**src/logic/fsq_regs.svh**
```systemverilog
// Operation
// - Erase or program start on protected address sets write error.
// - Reset during self-write sets write error.
// - Interrupted unlock sequence sets write error.
// - Software may also set write error.
// - Only a software write or reset clears the write error flag.
// - Erase select erases whole 32-word row.
// - Protected erase or program: abort, flag error.
// - Latch-only copies data into one write latch.
// - Program writes latches into addressed flash row.
// - After programming, every latch returns to 3FFh.
`ifndef FSQ_REGS_SVH
`define FSQ_REGS_SVH

`define FSQ_ADR_ADDR_LO   4'h0
`define FSQ_ADR_ADDR_HI   4'h1
`define FSQ_ADR_DATA_LO   4'h2
`define FSQ_ADR_DATA_HI   4'h3
`define FSQ_ADR_CTRL      4'h4
`define FSQ_ADR_UNLOCK    4'h5
`define FSQ_ADR_IRQ_STAT  4'h6
`define FSQ_ADR_IRQ_MASK  4'h7
`define FSQ_ADR_PROT      4'h8

`define FSQ_CTRL_START    0
`define FSQ_CTRL_WREN     1
`define FSQ_CTRL_WERR     2
`define FSQ_CTRL_LATCH    3
`define FSQ_CTRL_ERASE    4
`define FSQ_CTRL_BUSY     5

`define FSQ_IRQ_DONE      0
`define FSQ_IRQ_ERR       1

`define FSQ_UNLOCK_KEY1   8'h55
`define FSQ_UNLOCK_KEY2   8'hAA
`define FSQ_LATCH_RESET   14'h3FFF
`define FSQ_LATCH_BLANK   14'h03FF
`define FSQ_ROW_WORDS     32
`define FSQ_PROT_RESET    15'h0000

`endif

```
**src/logic/fsq_pkg.sv**
```systemverilog
package fsq_pkg;
   typedef enum logic [4:0] {
      FSQ_IDLE    = 5'b00001,
      FSQ_ERASE   = 5'b00010,
      FSQ_PROGRAM = 5'b00100,
      FSQ_WAIT    = 5'b01000,
      FSQ_DONE    = 5'b10000
   } fsq_state_t;
   typedef enum logic [1:0] {
      FSQ_UNL_IDLE = 2'b00,
      FSQ_UNL_KEY1 = 2'b01,
      FSQ_UNL_ARM  = 2'b10
   } fsq_unlock_t;
endpackage

```
**src/logic/fsq_latches.sv**
```systemverilog
`timescale 1ns/1ps
`default_nettype none
`include "fsq_regs.svh"
module fsq_latches (
   input  wire logic        mclk_i,   // System clock.
   input  wire logic        reset_i,  // Synchronous reset.
   input  wire logic        load_i,   // Load one latch.
   input  wire logic [4:0]  sel_i,    // Latch index.
   input  wire logic [13:0] data_i,   // Word to load.
   input  wire logic        blank_i,  // Return all latches to blank.
   input  wire logic [4:0]  rd_sel_i, // Latch read index.
   output logic      [13:0] rd_o      // Selected latch word.
);
   logic [13:0] latch_q [0:31];

   always_ff @(posedge mclk_i) begin
      for (int i = 0; i < `FSQ_ROW_WORDS; i++) begin
         if (reset_i || blank_i) begin
            latch_q[i] <= `FSQ_LATCH_BLANK;
         end else if (load_i && sel_i == 5'(i)) begin
            latch_q[i] <= data_i;
         end
      end
   end

   assign rd_o = latch_q[rd_sel_i];
endmodule
`default_nettype wire

```
**src/logic/fsq_sequencer.sv**
```systemverilog
`timescale 1ns/1ps
`default_nettype none
`include "fsq_regs.svh"
module fsq_sequencer
   import fsq_pkg::*;
(
   input  wire logic        mclk_i,         // 250 MHz system clock.
   input  wire logic        reset_i,        // Synchronous reset, high.
   input  wire logic [3:0]  addr_i,         // Register address.
   input  wire logic [7:0]  wdata_i,        // Register write data.
   input  wire logic        wr_i,           // Register write strobe.
   input  wire logic        rd_i,           // Register read strobe.
   output logic      [7:0]  rdata_o,        // Read data, one cycle later.
   output logic             irq_o,          // Level interrupt.
   output logic      [14:0] fl_addr_o,      // Flash word address.
   output logic      [13:0] fl_wdata_o,     // Flash word to program.
   output logic             fl_erase_o,     // Erase row strobe.
   output logic             fl_prog_o,      // Program word strobe.
   input  wire logic        fl_ready_i,     // Array ready for next step.
   output logic             write_error_flag_o // Sticky write error.
);
   // Control bits.
   logic [7:0]  flash_address_low;
   logic [6:0]  flash_address_high;
   logic [7:0]  flash_data_low;
   logic [5:0]  flash_data_high;
   logic        start;
   logic        wren;
   logic        write_error_flag;
   logic        latch_only_select;
   logic        erase_sel;
   logic [14:0] prot_limit;
   logic [1:0]  irq_stat;
   logic [1:0]  irq_mask;
   logic        sw_err_set;
   logic        wait_pending;

   fsq_state_t  state;
   fsq_unlock_t unl;
   logic [4:0]  word_cnt;
   logic [13:0] latch_word;
   logic        latch_load;
   logic        latch_blank;
   logic        hw_done;
   logic        hw_err;
   logic        unlock_ok;
   logic        unlock_break;
   logic        start_wr;
   logic        protected_hit;
   logic        busy_at_reset;
   logic [14:0] cur_addr;
   logic        mode_latch;
   logic        mode_erase;

   assign cur_addr      = {flash_address_high, flash_address_low};
   assign protected_hit = cur_addr < prot_limit;
   assign start_wr      = wr_i && addr_i == `FSQ_ADR_CTRL
                          && wdata_i[`FSQ_CTRL_START] && !start;
   assign unlock_ok     = unl == FSQ_UNL_ARM;
   // A write to any other register between the keys breaks the sequence.
   assign unlock_break  = unl != FSQ_UNL_IDLE && wr_i
                          && addr_i != `FSQ_ADR_UNLOCK
                          && !(start_wr && unlock_ok);
   assign sw_err_set    = wr_i && addr_i == `FSQ_ADR_CTRL
                          && wdata_i[`FSQ_CTRL_WERR];
   // The start write carries its own mode; the mode registers only take it
   // on the same edge, which is too late for the decision.
   assign mode_latch    = wdata_i[`FSQ_CTRL_LATCH];
   assign mode_erase    = wdata_i[`FSQ_CTRL_ERASE];

   fsq_latches u_latches (
      .mclk_i   (mclk_i),
      .reset_i  (reset_i),
      .load_i   (latch_load),
      .sel_i    (flash_address_low[4:0]),
      .data_i   ({flash_data_high, flash_data_low}),
      .blank_i  (latch_blank),
      .rd_sel_i (word_cnt),
      .rd_o     (latch_word)
   );

   // Address and data registers.
   always_ff @(posedge mclk_i) begin
      if (reset_i) begin
         flash_address_low  <= 8'h00;
         flash_address_high <= 7'h00;
         flash_data_low     <= 8'h00;
         flash_data_high    <= 6'h00;
         prot_limit         <= `FSQ_PROT_RESET;
         wren               <= 1'b0;
      end else if (wr_i) begin
         unique case (addr_i)
            `FSQ_ADR_ADDR_LO: flash_address_low  <= wdata_i;
            `FSQ_ADR_ADDR_HI: flash_address_high <= wdata_i[6:0];
            `FSQ_ADR_DATA_LO: flash_data_low     <= wdata_i;
            `FSQ_ADR_DATA_HI: flash_data_high    <= wdata_i[5:0];
            `FSQ_ADR_CTRL:    wren <= wdata_i[`FSQ_CTRL_WREN];
            `FSQ_ADR_PROT:    prot_limit <= {wdata_i[6:0], 8'h00};
            default: ;
         endcase
      end
   end

   // Mode bits may only change while idle.
   always_ff @(posedge mclk_i) begin
      if (reset_i) begin
         latch_only_select <= 1'b0;
         erase_sel         <= 1'b0;
      end else if (wr_i && addr_i == `FSQ_ADR_CTRL && !start) begin
         latch_only_select <= wdata_i[`FSQ_CTRL_LATCH];
         erase_sel         <= wdata_i[`FSQ_CTRL_ERASE];
      end
   end

   // Unlock sequence: key1 then key2 to the unlock register, then start.
   always_ff @(posedge mclk_i) begin
      if (reset_i) begin
         unl <= FSQ_UNL_IDLE;
      end else if (wr_i && addr_i == `FSQ_ADR_UNLOCK) begin
         if (wdata_i == `FSQ_UNLOCK_KEY1) begin
            unl <= FSQ_UNL_KEY1;
         end else if (wdata_i == `FSQ_UNLOCK_KEY2 && unl == FSQ_UNL_KEY1) begin
            unl <= FSQ_UNL_ARM;
         end else begin
            unl <= FSQ_UNL_IDLE;
         end
      end else if (wr_i) begin
         unl <= FSQ_UNL_IDLE;
      end
   end

   // A reset that lands during a self-write is held through the reset and
   // raises the error flag on the first cycle after release.
   always_ff @(posedge mclk_i) begin
      if (!reset_i) begin
         busy_at_reset <= 1'b0;
      end else if (state inside {FSQ_ERASE, FSQ_PROGRAM, FSQ_WAIT}) begin
         busy_at_reset <= 1'b1;
      end
   end

   // Sequencer.
   always_ff @(posedge mclk_i) begin
      if (reset_i) begin
         state        <= FSQ_IDLE;
         start        <= 1'b0;
         word_cnt     <= 5'h00;
         fl_erase_o   <= 1'b0;
         fl_prog_o    <= 1'b0;
         fl_addr_o    <= 15'h0000;
         fl_wdata_o   <= 14'h0000;
         latch_load   <= 1'b0;
         latch_blank  <= 1'b0;
         hw_done      <= 1'b0;
         hw_err       <= 1'b0;
         wait_pending <= 1'b0;
      end else begin
         fl_erase_o  <= 1'b0;
         fl_prog_o   <= 1'b0;
         latch_load  <= 1'b0;
         latch_blank <= 1'b0;
         hw_done     <= 1'b0;
         hw_err      <= 1'b0;
         unique case (state)
            FSQ_IDLE: begin
               if (start_wr && wren && unlock_ok) begin
                  if (mode_latch && !mode_erase) begin
                     latch_load <= 1'b1;
                     start      <= 1'b1;
                     state      <= FSQ_DONE;
                  end else if (protected_hit) begin
                     hw_err <= 1'b1;
                  end else if (mode_erase) begin
                     start      <= 1'b1;
                     fl_addr_o  <= {cur_addr[14:5], 5'h00};
                     fl_erase_o <= 1'b1;
                     state      <= FSQ_ERASE;
                  end else begin
                     start    <= 1'b1;
                     word_cnt <= 5'h00;
                     state    <= FSQ_PROGRAM;
                  end
               end
            end
            FSQ_PROGRAM: begin
               if (fl_ready_i && !fl_prog_o) begin
                  fl_addr_o  <= {cur_addr[14:5], word_cnt};
                  fl_wdata_o <= latch_word;
                  fl_prog_o  <= 1'b1;
                  word_cnt   <= word_cnt + 5'h01;
                  if (word_cnt == 5'h1F) begin
                     state <= FSQ_WAIT;
                  end
               end
            end
            FSQ_ERASE: state <= FSQ_WAIT;
            FSQ_WAIT: begin
               // One idle cycle lets the array drop ready after a strobe.
               wait_pending <= ~wait_pending;
               if (wait_pending && fl_ready_i) begin
                  latch_blank  <= !erase_sel;
                  wait_pending <= 1'b0;
                  state        <= FSQ_DONE;
               end
            end
            FSQ_DONE: begin
               start   <= 1'b0;
               hw_done <= 1'b1;
               state   <= FSQ_IDLE;
            end
            default: state <= FSQ_IDLE;
         endcase
      end
   end

   // Sticky error: hardware and software set, only a zero write or reset clears.
   always_ff @(posedge mclk_i) begin
      if (reset_i) begin
         write_error_flag <= 1'b0;
      end else if (hw_err || unlock_break || busy_at_reset || sw_err_set) begin
         write_error_flag <= 1'b1;
      end else if (wr_i && addr_i == `FSQ_ADR_CTRL) begin
         write_error_flag <= 1'b0;
      end
   end

   // Interrupt status, write one to clear; a new event wins over the clear.
   always_ff @(posedge mclk_i) begin
      if (reset_i) begin
         irq_stat <= 2'h0;
         irq_mask <= 2'h0;
      end else begin
         irq_stat <= (irq_stat
                      & ~((wr_i && addr_i == `FSQ_ADR_IRQ_STAT)
                          ? wdata_i[1:0] : 2'h0))
                     | {hw_err | unlock_break, hw_done};
         if (wr_i && addr_i == `FSQ_ADR_IRQ_MASK) begin
            irq_mask <= wdata_i[1:0];
         end
      end
   end

   always_ff @(posedge mclk_i) begin
      if (reset_i) begin
         irq_o              <= 1'b0;
         write_error_flag_o <= 1'b0;
      end else begin
         irq_o              <= |(irq_stat & irq_mask);
         write_error_flag_o <= write_error_flag;
      end
   end

   // Read port.
   always_ff @(posedge mclk_i) begin
      if (reset_i) begin
         rdata_o <= 8'h00;
      end else if (rd_i) begin
         unique case (addr_i)
            `FSQ_ADR_ADDR_LO:  rdata_o <= flash_address_low;
            `FSQ_ADR_ADDR_HI:  rdata_o <= {1'b0, flash_address_high};
            `FSQ_ADR_DATA_LO:  rdata_o <= flash_data_low;
            `FSQ_ADR_DATA_HI:  rdata_o <= {2'b00, flash_data_high};
            `FSQ_ADR_CTRL:     rdata_o <= {2'b00, start, erase_sel,
                                  latch_only_select, write_error_flag,
                                  wren, start};
            `FSQ_ADR_IRQ_STAT: rdata_o <= {6'h00, irq_stat};
            `FSQ_ADR_IRQ_MASK: rdata_o <= {6'h00, irq_mask};
            `FSQ_ADR_PROT:     rdata_o <= {1'b0, prot_limit[14:8]};
            default:           rdata_o <= 8'h00;
         endcase
      end else begin
         rdata_o <= 8'h00;
      end
   end
endmodule
`default_nettype wire

```
**config.mk**
```make
export PLATFORM = sky130hd
export DESIGN_NAME = fsq_sequencer
export DESIGN_NICKNAME = d
export VERILOG_FILES = /design/src/logic/fsq_pkg.sv /design/src/logic/fsq_latches.sv /design/src/logic/fsq_sequencer.sv
export VERILOG_INCLUDE_DIRS = /design/src /design/src/logic
export SDC_FILE = /design/constraint.sdc
export NUM_CORES = 1
export LEC_CHECK = 0
export BUFFER_PORTS_ARGS = -buffer_cell sky130_fd_sc_hd__buf_2
export CORE_AREA = 4 4 220 222
export DETAILED_ROUTE_END_ITERATION = 8
export DIE_AREA = 0 0 224 226
export PLACE_DENSITY = 0.72
export SYNTH_ARGS = -nofsm -noshare
export SYNTH_HDL_FRONTEND = slang
export SYNTH_HIERARCHICAL = 1
export SYNTH_SLANG_ARGS = --single-unit
```
**constraint.sdc**
```tcl
create_clock -name mclk_i -period 3 [get_ports mclk_i]
set_input_delay 0.45 -clock mclk_i [delete_from_list [all_inputs] [get_ports mclk_i]]
set_output_delay 0.45 -clock mclk_i [all_outputs]
set_load 0.005 [all_outputs]
```
==> flow_summary.toml <==
[synth]
postSynthCellCount = 2135
yosysUniqueCellTypes = 57
ys_seq_elements = 552
syn_area_um2 = 25720
synthFlopType = "edfxtp_1"
ys_seq_area_share_pct = 60.40
syn_nets = 2160
synth-edff-count = 448
yosysWarningCount = 6
synthArstFlopShare_pct = 0
syn_avg_cell_area_um2 = 12.05

[timing]
report.final.setup_viol = 0
clock.fmax_ghz = 0.3583
rsz0062_at_grt = "false"
max_slew_margin_pct = 33.23
skew_ps = 19.73
worst_pin_slew_ps = 994.0
tns_ps = 0
period_share_pct = 93.04
layout_min_cycle_time_ps = 2791
hold_viol_final = 0
final_max_slew_viol_count = 0

[final_layout]
drive_gt1_share_pct = 11.97
fin_area_um2 = 28380
utilization_pct = 61.22
fin_nets = 2153
areaGrowthSynthToFinish_pct = 10.34

[worst_setup_path]
critPathCapture = "fl_wdata_o[1]"
cp_data_required_time_ps = 3450
critPathLaunchType = "flip-flop"
reg2reg_setup_slack_ps = 210
startpoint = "word_cnt[0]"
critPathCaptureType = "flip-flop"
critPathKind = "flip-flop to flip-flop"
timing.rr.end = "fl_wdata_o[1]"
reg2reg_depth = 8
path_max_fanout = 42
r2r_start = "word_cnt[0]"
crit_arrival_ps = 3240

[drt]
drtPass1Iterations = 6
post_drt_wl_per_cell_um = 25.34
vias = 17789
drc = 0
viasPerCell = 6.399
drt_iter0_drc = 2071
drt-total-wl_um = 70440
antenna_left = 0

[clocking]
clkSlewWorstSetupHoldPaths_ps = 60
h-tree-depth = 2
holdBufCountCts = 0
cts_root_buffer = "clkbuf_16"
clock_sinks = 552
clockBufferDepth = 3
postCtsSetupBuffers = 0
cts-buffers-inserted = 55
tritoncts = "done"
post_cts_resize_count = 0
insertion_delay_ps = 610

[placement]
routabilityCongestion = 0.9293
placed_area_um2 = 26630
io_buffers = 57
hpwl_um = 45120

[run]
maxCapViolCount = 0

[die]
die_w_um = 224
die_area_um2 = 50620
rows = 79
die_y_um = 226
io_pins = 58
start_util_pct = 55.48
core-area_um2 = 46360

[worst_hold_path]
hold_path_class = "input pin to flip-flop"

[power]
p_leak_nw = 8.430
power_density_nw_per_um2 = 547.5
vdd_drop_max_uv = 478.4

[grt]
first_global_vias = 17168
grt_max_degree = 86
grt_pass1_wl_um = 105900
antenna_found_initial = 3
grt-ovfl-total = 0
groute.usage.overall_pct = 27.33

[outcome]
status = "complete, no violations"
## worst min path at each step
stage	from	endpoint	cells after the start
2_1_floorplan	hw_done	irq_stat[0]	2
3_3_place_gp	hw_done	irq_stat[0]	2
3_5_place_dp	hw_done	irq_stat[0]	2
4_1_cts	wdata_i[6]	prot_limit[14]	3
5_1_grt	fl_ready_i	latch_blank	3
6_report	fl_ready_i	latch_blank	3
## state kept, by name (all words and copies together) (netlist names), 2 cells and up
| register | cells |
|---|---|
| irq_mask | 2 |
| fl_addr_o | 15 |
| word_cnt | 5 |
| state | 5 |
| fl_wdata_o | 14 |
| unl | 2 |
| flash_data_low | 8 |
| rdata_o | 8 |
| flash_address_high | 7 |
| u_latches/latch_q | 448 |
| flash_address_low | 8 |
| irq_stat | 2 |
| prot_limit | 7 |
| flash_data_high | 6 |
## Yosys cell counts (2+ instances only)
cell	instances	area [um2]
a22oi_1	62	465.5
nor3_1	28	140.1
o211ai_1	7	52.55
mux2_2	6	67.56
and2_1	69	431.7
a21oi_1	70	350.3
a21o_1	3	22.52
mux2i_1	275	2753
a311oi_1	3	26.28
or3_1	322	2014
xnor2_1	2	17.52
nor4_1	5	31.28
and3b_1	3	26.28
inv_1	11	41.29
a22o_1	31	271.5
dfxtp_1	104	2082
nor2b_1	16	100.1
a31oi_1	18	112.6
buf_4	10	75.07
and3_1	67	419.2
nand4_1	16	100.1
buf_6	16	180.2
a2bb2oi_1	2	17.52
ha_1	8	100.1
nand3b_1	2	15.01
clkbuf_1	151	566.8
a221oi_1	4	35.03
nor2_1	79	296.5
nand2_1	124	465.5
edfxtp_1	448	13450
buf_2	36	180.2
nand2b_1	10	62.56
o2111ai_1	2	17.52
buf_1	4	15.01
o21a_1	3	22.52
o21ai_0	41	205.2
nand3_1	54	270.3
or2_2	2	12.51
nor4b_1	3	26.28
## cell usage in the layout (no fill, tap or decap), drive strengths merged, types with 31 or more instances in the layout
master and count:
a22oi 62, and3 67, or3 322, mux2i 275
nor2 80, a21oi 70, and2 69, dfxtp 104
clkbuf 79, buf 153, edfxtp 448, nand2 124
a22o 31, o21ai 41, nand3 54
## final cells by class
cell class                      count  area (um2)
Antenna cell                        1       2.502
Fill cell                        3559       17980
Clock inverter                     22       173.9
Timing Repair Buffer              153        1106
Multi-Input combinational cell   1354        9175
Tap cell                          607       759.5
Clock buffer                       79        1573
Inverter                           12       45.04
Sequential cell                   552       15540
## kinds of logic (layout without fill, tap and decap cells)
group | count (synthesis) | in the layout | share of synthesized area (%)
AND/OR/NAND/NOR | 810 | 810 | 17.59
flip-flops | 552 | 552 | 60.40
multiplexers | 281 | 281 | 10.97
AO/OA/AOI/OAI | 252 | 252 | 6.422
buffers and inverters | 229 | 266 | 4.130
adder cells (fa/ha/maj) | 8 | 8 | 0.3892
XOR/XNOR | 3 | 3 | 0.1022
other | 0 | 1 | 0
## per-stage QoR
stage                     cells  setup slack, ps  total power (W)  hold WS (ps)
after floorplan            2135            432.3         0.008741         413.0
after global placement     2678            284.7         0.008927         427.4
after detailed placement   2678            310.9         0.008939         455.0
after CTS                  2779            289.3          0.01561         151.2
after global routing       2779            73.11          0.01596         164.9
final                      2780            208.8          0.01554         186.4
## critical path: stages, from the launching register on
cell     delay [ps]
dfxtp_1         580
and2_2          560
buf_12          320
a22o_1          220
nor3_1           60
a31oi_1         560
nand3_1         160
nand2_1         100
a21oi_1          60
## layer usage
layer,routed length (um),vias to the layer above,share of wire [%],global-route usage (%)
met2,33270,956,47,43.91
li1,-,7949,-,-
met4,2427,2,3.4,9.545
met5,13,-,0.018,0
met1,27910,8715,40,37.33
met3,6819,167,9.7,5.771
## power breakdown
group | internal, W | total [W] | switching, W
Clock | 0.00388 | 0.00675 | 0.00288
Sequential | 0.00831 | 0.00835 | 0.0000426
Combinational | 0.000109 | 0.000430 | 0.000321
Note: power is estimated with default switching activity, not from simulation.
